<file path="src/inc/arf_pkg.sv">
// Purpose: shared constants and carriers of the converter result block
// Assumes: 32-bit register port, byte addresses, one word per register
// Notes:   offsets, field positions and reset values are named once here
package arf_pkg;

  localparam int unsigned AW     = 8;
  localparam int unsigned DW     = 32;
  localparam int unsigned RES_W  = 12;
  localparam int unsigned LOW_W  = 10;
  localparam int unsigned CH_W   = 4;

  // register offsets
  localparam logic [AW-1:0] MR_OFS   = 8'h04;
  localparam logic [AW-1:0] EMR_OFS  = 8'h08;
  localparam logic [AW-1:0] SR_OFS   = 8'h1c;
  localparam logic [AW-1:0] LCDR_OFS = 8'h20;
  localparam logic [AW-1:0] IMR_OFS  = 8'h2c;
  localparam logic [AW-1:0] ISR_OFS  = 8'h30;
  localparam logic [AW-1:0] OVER_OFS = 8'h3c;
  localparam logic [AW-1:0] CDR_BASE = 8'h50;

  // field positions
  localparam int unsigned LOW_RES_BIT    = 4;
  localparam int unsigned TAG_BIT        = 24;
  localparam int unsigned READY_BIT      = 16;
  localparam int unsigned GLOBAL_OVR_BIT = 17;
  localparam int unsigned CHAN_NUM_LSB   = 12;

  // reset values and dma transfer size
  localparam logic       LOW_RES_RST = 1'b0;
  localparam logic       TAG_RST     = 1'b0;
  localparam logic [1:0] DMA_HALF    = 2'h1;

  typedef struct packed {
    logic          rd;
    logic          wr;
    logic [AW-1:0] addr;
    logic [DW-1:0] wdata;
  } arf_bus_s;

  typedef struct packed {
    logic [CH_W-1:0]  chan;
    logic [RES_W-1:0] data;
  } arf_conv_s;

endpackage : arf_pkg

</file>
<file path="src/verilog/arf_top.sv">
// Purpose: converter result registers, done/ready/overrun flags, dma and irq
// Assumes: register port strobes one cycle wide, read data one cycle later
// Notes:   unmapped reads return zero, unmapped writes are ignored
// Operation
// - results come in full 12-bit or reduced 10-bit resolution
// - reset selects full resolution; the low-resolution bit picks 10-bit
// - reduced results sit right-aligned in the low bits
// - reduced mode: two top result bits read zero everywhere
// - dma requests are sized 16 bits in both resolutions
// - each result goes to its channel register and the last-result register
// - with tagging on, last-result register shows the channel number
// - each conversion sets its channel done flag and the ready flag
// - a rising ready flag raises a dma request
// - channel conversion, ready and global overrun events can raise the interrupt
// - reading a channel result clears that channel's done flag
// - reading last result clears ready and last channel's done flag
// - new result before old one read sets channel overrun
// - conversion while ready is set sets global overrun
// - reading overrun status clears all channel overrun flags
// - reading converter status clears global overrun
//
// Added by the designer: the register offsets and the plain strobed port.
`timescale 1ns/10ps
`default_nettype none
module arf_top
  import arf_pkg::*;
#(
  parameter int unsigned NCH = 16
)
(
  input  wire logic      mclk_i,        // clock
  input  wire logic      srst_i,        // sync reset
  input  wire arf_bus_s  bus_i,         // register requests
  output var  logic [DW-1:0] rdata_o,   // read data
  input  wire logic      conv_valid_i,  // conversion done pulse
  input  wire arf_conv_s conv_i,        // channel and raw result
  output var  logic      irq_o,         // interrupt level
  output var  logic      dma_req_o,     // dma request pulse
  output var  logic [1:0] dma_size_o    // dma transfer size
);

  localparam int unsigned IW = NCH + 2;

  logic               low_res_reg;
  logic               tag_reg;
  logic [RES_W-1:0]   res_mem [NCH];
  logic [RES_W-1:0]   last_val_reg;
  logic [CH_W-1:0]    last_ch_reg;
  logic [IW-1:0]      imask_reg;
  logic               ready_q_reg;
  logic [NCH-1:0]     done;
  logic [NCH-1:0]     ovr;
  logic [IW-1:0]      istat;
  logic               ready;
  logic               gover;

  // decode
  wire logic rd_mr   = bus_i.rd && (bus_i.addr == MR_OFS);
  wire logic rd_emr  = bus_i.rd && (bus_i.addr == EMR_OFS);
  wire logic rd_sr   = bus_i.rd && (bus_i.addr == SR_OFS);
  wire logic rd_lcdr = bus_i.rd && (bus_i.addr == LCDR_OFS);
  wire logic rd_imr  = bus_i.rd && (bus_i.addr == IMR_OFS);
  wire logic rd_isr  = bus_i.rd && (bus_i.addr == ISR_OFS);
  wire logic rd_over = bus_i.rd && (bus_i.addr == OVER_OFS);
  wire logic wr_mr   = bus_i.wr && (bus_i.addr == MR_OFS);
  wire logic wr_emr  = bus_i.wr && (bus_i.addr == EMR_OFS);
  wire logic wr_imr  = bus_i.wr && (bus_i.addr == IMR_OFS);

  wire logic [AW-1:0]   cdr_off = bus_i.addr - CDR_BASE;
  wire logic [CH_W-1:0] cdr_idx = cdr_off[CH_W+1:2];
  wire logic cdr_in = (bus_i.addr >= CDR_BASE) && (cdr_off[AW-1:CH_W+2] == '0)
                      && (cdr_off[1:0] == 2'h0) && (32'(cdr_idx) < NCH);
  wire logic rd_cdr = bus_i.rd && cdr_in;

  // formatted result
  logic [RES_W-1:0] fmt_res;

  arf_fmt #(
    .FULL_W (RES_W),
    .RED_W  (LOW_W)
  ) u_fmt (
    .low_res_i (low_res_reg),
    .raw_i     (conv_i.data),
    .res_o     (fmt_res)
  );

  // per-channel flags
  logic [NCH-1:0] conv_hit;
  logic [NCH-1:0] done_clr;

  for (genvar i = 0; i < NCH; i++)
  begin : g_ch
    assign conv_hit[i] = conv_valid_i && (32'(conv_i.chan) == i);
    assign done_clr[i] = (rd_cdr && (32'(cdr_idx) == i))
                       || (rd_lcdr && (32'(last_ch_reg) == i));

    arf_flag u_done (
      .mclk_i (mclk_i),
      .srst_i (srst_i),
      .set_i  (conv_hit[i]),
      .clr_i  (done_clr[i]),
      .flag_o (done[i])
    );

    arf_flag u_ovr (
      .mclk_i (mclk_i),
      .srst_i (srst_i),
      .set_i  (conv_hit[i] && done[i]),
      .clr_i  (rd_over),
      .flag_o (ovr[i])
    );

    arf_flag u_ievt (
      .mclk_i (mclk_i),
      .srst_i (srst_i),
      .set_i  (conv_hit[i]),
      .clr_i  (rd_isr),
      .flag_o (istat[i])
    );
  end

  arf_flag u_ready (
    .mclk_i (mclk_i),
    .srst_i (srst_i),
    .set_i  (conv_valid_i),
    .clr_i  (rd_lcdr),
    .flag_o (ready)
  );

  arf_flag u_gover (
    .mclk_i (mclk_i),
    .srst_i (srst_i),
    .set_i  (conv_valid_i && ready),
    .clr_i  (rd_sr),
    .flag_o (gover)
  );

  arf_flag u_iready (
    .mclk_i (mclk_i),
    .srst_i (srst_i),
    .set_i  (conv_valid_i),
    .clr_i  (rd_isr),
    .flag_o (istat[NCH])
  );

  arf_flag u_igover (
    .mclk_i (mclk_i),
    .srst_i (srst_i),
    .set_i  (conv_valid_i && ready),
    .clr_i  (rd_isr),
    .flag_o (istat[NCH+1])
  );

  // read words
  // reduced mode hides the two top bits even of results stored before the switch
  wire logic [RES_W-1:0] keep_mask = {{(RES_W-LOW_W){!low_res_reg}}, {LOW_W{1'b1}}};
  wire logic [DW-1:0] mr_word  = DW'(low_res_reg) << LOW_RES_BIT;
  wire logic [DW-1:0] emr_word = DW'(tag_reg) << TAG_BIT;
  wire logic [DW-1:0] sr_word  = DW'(done) | (DW'(ready) << READY_BIT)
                                 | (DW'(gover) << GLOBAL_OVR_BIT);
  wire logic [DW-1:0] tag_word = tag_reg ? (DW'(last_ch_reg) << CHAN_NUM_LSB) : '0;
  wire logic [DW-1:0] lcd_word = DW'(last_val_reg & keep_mask) | tag_word;
  wire logic [DW-1:0] cdr_word = DW'(res_mem[cdr_idx] & keep_mask);
  wire logic [DW-1:0] rd_mux   = rd_mr   ? mr_word            :
                                 rd_emr  ? emr_word           :
                                 rd_sr   ? sr_word            :
                                 rd_lcdr ? lcd_word           :
                                 rd_imr  ? DW'(imask_reg)     :
                                 rd_isr  ? DW'(istat)         :
                                 rd_over ? DW'(ovr)           :
                                 rd_cdr  ? cdr_word           : '0;

  wire logic ready_rise = ready && !ready_q_reg;
  wire logic irq_next  = |(istat & imask_reg);

  // mode registers
  always_ff @(posedge mclk_i)
  begin
    if (srst_i)
    begin
      low_res_reg <= LOW_RES_RST;
      tag_reg    <= TAG_RST;
      imask_reg  <= '0;
    end
    else
    begin
      if (wr_mr)
        low_res_reg <= bus_i.wdata[LOW_RES_BIT];
      if (wr_emr)
        tag_reg <= bus_i.wdata[TAG_BIT];
      if (wr_imr)
        imask_reg <= bus_i.wdata[IW-1:0];
    end
  end

  // result storage
  always_ff @(posedge mclk_i)
  begin
    if (srst_i)
    begin
      for (int k = 0; k < NCH; k++)
        res_mem[k] <= '0;
      last_val_reg <= '0;
      last_ch_reg  <= '0;
    end
    else if (conv_valid_i)
    begin
      res_mem[conv_i.chan] <= fmt_res;
      last_val_reg <= fmt_res;
      last_ch_reg  <= conv_i.chan;
    end
  end

  // outputs
  always_ff @(posedge mclk_i)
  begin
    if (srst_i)
    begin
      rdata_o    <= '0;
      irq_o      <= 1'b0;
      dma_req_o  <= 1'b0;
      dma_size_o <= 2'h0;
      ready_q_reg <= 1'b0;
    end
    else
    begin
      rdata_o    <= bus_i.rd ? rd_mux : '0;
      irq_o      <= irq_next;
      dma_req_o   <= ready_rise;
      dma_size_o  <= DMA_HALF;
      ready_q_reg <= ready;
    end
  end
endmodule : arf_top
`default_nettype wire

</file>
<file path="src/verilog/arf_flag.sv">
// Purpose: sticky flag, set by hardware and cleared by a register read
// Assumes: set and clear are one-cycle pulses on mclk_i
// Notes:   a set in the clearing cycle wins
`timescale 1ns/10ps
`default_nettype none
module arf_flag
(
  input  wire logic mclk_i,  // clock
  input  wire logic srst_i,  // sync reset
  input  wire logic set_i,   // event
  input  wire logic clr_i,   // read clear
  output var  logic flag_o   // flag state
);

  always_ff @(posedge mclk_i)
  begin
    if (srst_i)
      flag_o <= 1'b0;
    else if (set_i)
      flag_o <= 1'b1;
    else if (clr_i)
      flag_o <= 1'b0;
  end

endmodule : arf_flag
`default_nettype wire

</file>
<file path="src/verilog/arf_fmt.sv">
// Purpose: shapes a raw conversion into the stored result field
// Assumes: the core delivers reduced results in the low bits
// Notes:   purely combinational
`timescale 1ns/10ps
`default_nettype none
module arf_fmt
  import arf_pkg::*;
#(
  parameter int unsigned FULL_W = RES_W,
  parameter int unsigned RED_W  = LOW_W
)
(
  input  wire logic              low_res_i, // reduced mode
  input  wire logic [FULL_W-1:0] raw_i,     // raw result
  output wire logic [FULL_W-1:0] res_o      // stored value
);

  wire logic [FULL_W-1:0] red_val = {{(FULL_W-RED_W){1'b0}}, raw_i[RED_W-1:0]};

  assign res_o = low_res_i ? red_val : raw_i;

endmodule : arf_fmt
`default_nettype wire

</file>
<file path="config.mk">
export PLATFORM = sky130hd
export DESIGN_NAME = arf_top
export DESIGN_NICKNAME = d
export VERILOG_FILES = /design/src/inc/arf_pkg.sv /design/src/verilog/arf_top.sv /design/src/verilog/arf_flag.sv /design/src/verilog/arf_fmt.sv
export SDC_FILE = /design/constraint.sdc
export NUM_CORES = 1
export LEC_CHECK = 0
export BUFFER_PORTS_ARGS = -buffer_cell sky130_fd_sc_hd__buf_4
export CORE_AREA = 4 4 185 187
export DETAILED_ROUTE_END_ITERATION = 8
export DIE_AREA = 0 0 189 191
export PLACE_DENSITY = 0.62
export SETUP_SLACK_MARGIN = 0.1
export SLEW_MARGIN = 25
export SYNTH_ARGS = -nofsm -noshare
export SYNTH_HDL_FRONTEND = slang
export SYNTH_HIERARCHICAL = 1
export SYNTH_SLANG_ARGS = --single-unit
export TNS_END_PERCENT = 50
</file>
<file path="constraint.sdc">
create_clock -name mclk_i -period 4.61 [get_ports mclk_i]
set_input_delay 0.461 -clock mclk_i [delete_from_list [all_inputs] [get_ports mclk_i]]
set_output_delay 0.461 -clock mclk_i [all_outputs]
set_load 0.02 [all_outputs]
</file>
==> flow_metrics.env <==
export IMPL_outcome="completed"
export IMPL_r2r_start="res_mem[13][4]"
export IMPL_grt_pass1_wl_microns=60700
export IMPL_ir_drop_mv=0.356
export IMPL_overflow=0
export IMPL_maxCapViolations=0
export IMPL_postRouteAntennaNets=0
export IMPL_sw_frac_of_total_pct=23.2
export IMPL_cellPowerDensity_mw_per_mm2=380
export IMPL_synth_most_common_cell="and2_1"
export IMPL_ys_seq_elements=303
export IMPL_wl_per_cell_microns=23.5
export IMPL_die_height_microns=191
export IMPL_fmax_mhz=337
export IMPL_switchingPower_mw=1.44
export IMPL_ys_flop_type="edfxtp_1"
export IMPL_pwr_share_clk_pct=43.3
export IMPL_async_flop_share_pct=0
export IMPL_leakage_nw=5.75
export IMPL_cts_setup_buffers=0
export IMPL_min_period_ns=2.97
export IMPL_crit_fanout=22
export IMPL_synth_area_sq_mm=0.0144
export IMPL_syn_inst=1199
export IMPL_fin_setup_tns_ns=0
export IMPL_ys_seq_area_share_pct=55.4
export IMPL_hold_viol=0
export IMPL_largest_reg_flops=192
export IMPL_min_period_over_period_pct=64.5
export IMPL_antenna_found_initial=0
export IMPL_die_width_microns=189
export IMPL_drtPass1Iterations=5
export IMPL_syn2layout_area_growth_pct=13.7
export IMPL_maxSlewViolCount=0
export IMPL_dp_slack_ns=1.21
export IMPL_p_seq_share_pct=49.0
export IMPL_rsz0062_at_grt="no"
export IMPL_layout_drive_gt1_share_pct=21.5
export IMPL_start_util_pct=44.4
export IMPL_worstSetupStartpointType="primary input"
export IMPL_slew_headroom_pct=35.1
export IMPL_cp_end_kind="register"
export IMPL_fill_cells=2892
export IMPL_required_ns=4.99
export IMPL_power_frac_comb_pct=7.7
export IMPL_cts_tree="yes"
export IMPL_path_class="primary input to register"
export IMPL_worst_slack_ns=1.64
export IMPL_rows=66
export IMPL_ctsLongestPathBuffers=3
export IMPL_cts_buffers=34
export IMPL_yosys_top_cells_area="edfxtp_1 40%, dfxtp_1 15%, and2_1 9.2%, mux4_2 7.8%, a21oi_2 3.2%"
export IMPL_clk_latency_ns=0.52
export IMPL_place_gp_congestion=0.884
export IMPL_power_internal_mw=4.78
export IMPL_hp_start="bus_i[24]"
export IMPL_drc=0
export IMPL_yosysWarnings=6
export IMPL_synth_edf_count=192
export IMPL_drtIter0Drc=845
export IMPL_synth_top_area_share_pct=40.0
export IMPL_cts_root_buf="clkbuf_16"
export IMPL_vias_per_cell=5.59
export IMPL_cts_hold_buffers=0
export IMPL_grt_pass1_vias=9529
export IMPL_final_core_util_pct=50.5
export IMPL_critPathArrivalTime_ns=3.35
export IMPL_hpwl_microns=27300
export IMPL_htree_num_levels=2
export IMPL_finalSetupViolations=0
export IMPL_wirelength_microns=40300
export IMPL_ios=97
export IMPL_io_buffers=69
export IMPL_track_usage_pct=22.2
export IMPL_fin_worst_skew_ns=0.00951
export IMPL_grt_max_degree=46
export IMPL_cts_sinks=303
export IMPL_cts_resized=0
export IMPL_avgSynthCellArea_sq_um=12.0
export IMPL_synth_top_cells_by_count="212 x and2_1, 192 x edfxtp_1, 111 x dfxtp_1"
export IMPL_dieArea_sq_mm=0.0361
export IMPL_clkTransAtPathRegs_ns=0.06
export IMPL_antennaDiodeCount=0
export IMPL_synth_top_cell_by_area="edfxtp_1"
export IMPL_tightestPinTransition_ns=0.969
export IMPL_yosysUniqueCellTypes=65
export IMPL_vias=9605
export IMPL_fin_nets=1317
export IMPL_holdWs_ns=0.182
export IMPL_hp_class="primary input to register"
export IMPL_cp_startpoint="bus_i[36]"
export IMPL_core_area_sq_mm=0.0325
-- cells in the final DEF (no fill, tap or decap), types with 19 or more instances in the layout --
cell	synthesis	routed
clkbuf_16	0	35
inv_1	58	58
mux2i_1	19	19
dfxtp_1	111	111
nand2_1	56	56
nand2b_1	57	57
and2_1	212	212
a21oi_1	39	39
edfxtp_1	192	192
mux4_2	50	50
buf_4	30	105
a21oi_2	52	52
nor2_1	58	58
-- layer usage --
layer  share of wire, %  global-route usage, %
met1                 42                   30.5
met2                 49                   37.9
met3                6.4                   2.68
met4                2.3                   5.52
met5                  0                      0
-- area by class of cell --
type / instances / area [sq um] / share of cell area (%)
clock buffer: 45 / 923 / 5.63
tap: 442 / 553 / 3.37
inverter: 59 / 221 / 1.35
multi-input combinational: 748 / 5740 / 35.0
timing repair buffer: 105 / 788 / 4.81
sequential: 303 / 7990 / 48.7
clock inverter: 17 / 179 / 1.09
-- power groups by stage --
stage / combinational, mW / clock, mW / sequential (mW)
2_1_floorplan: 0.297 / 0 / 3.09
3_3_place_gp: 0.478 / 0 / 3.10
3_5_place_dp: 0.479 / 0 / 3.11
4_1_cts: 0.480 / 2.74 / 3.05
5_1_grt: 0.508 / 2.86 / 3.06
6_report: 0.480 / 2.69 / 3.05
-- worst paths after layout --
check | to | slack (ns) | cells past startpoint
max reg2reg | rdata_o[4] | 2.48 | 6
min reg2reg | dma_req_o | 0.38 | 1
min | tag_reg | 0.18 | 3
max | g_ch[5].u_done/flag_o | 1.64 | 11
-- worst max-delay path, stage by stage --
cell      delay, ns
buf_4          0.22
inv_1          0.18
ha_1           0.38
nor4bb_4       0.42
nand2_2        0.28
inv_1          0.55
nand2_1        0.10
nor2_1         0.25
a22o_1         0.28
nand2b_1       0.16
a21oi_2        0.05
-- through the flow --
stage | std cells | cell area, sq um | power (mW)
2_1_floorplan | 1212 | 14500 | 3.38
3_3_place_gp | 1657 | 15300 | 3.58
3_5_place_dp | 1657 | 15300 | 3.58
4_1_cts | 1719 | 16400 | 6.27
5_1_grt | 1719 | 16400 | 6.42
6_report | 1719 | 16400 | 6.22
-- kinds of logic after synthesis --
logic type / count (synthesis) / share of synthesized area (%)
compound gates: 205 / 10.7
fa+ha+maj: 5 / 0.434
buf+inv: 161 / 5.32
flops: 303 / 55.4
mux: 77 / 10.5
other cells: 1 / 0.0260
simple gates: 447 / 17.7
Note: power is estimated with default switching activity, not from simulation.
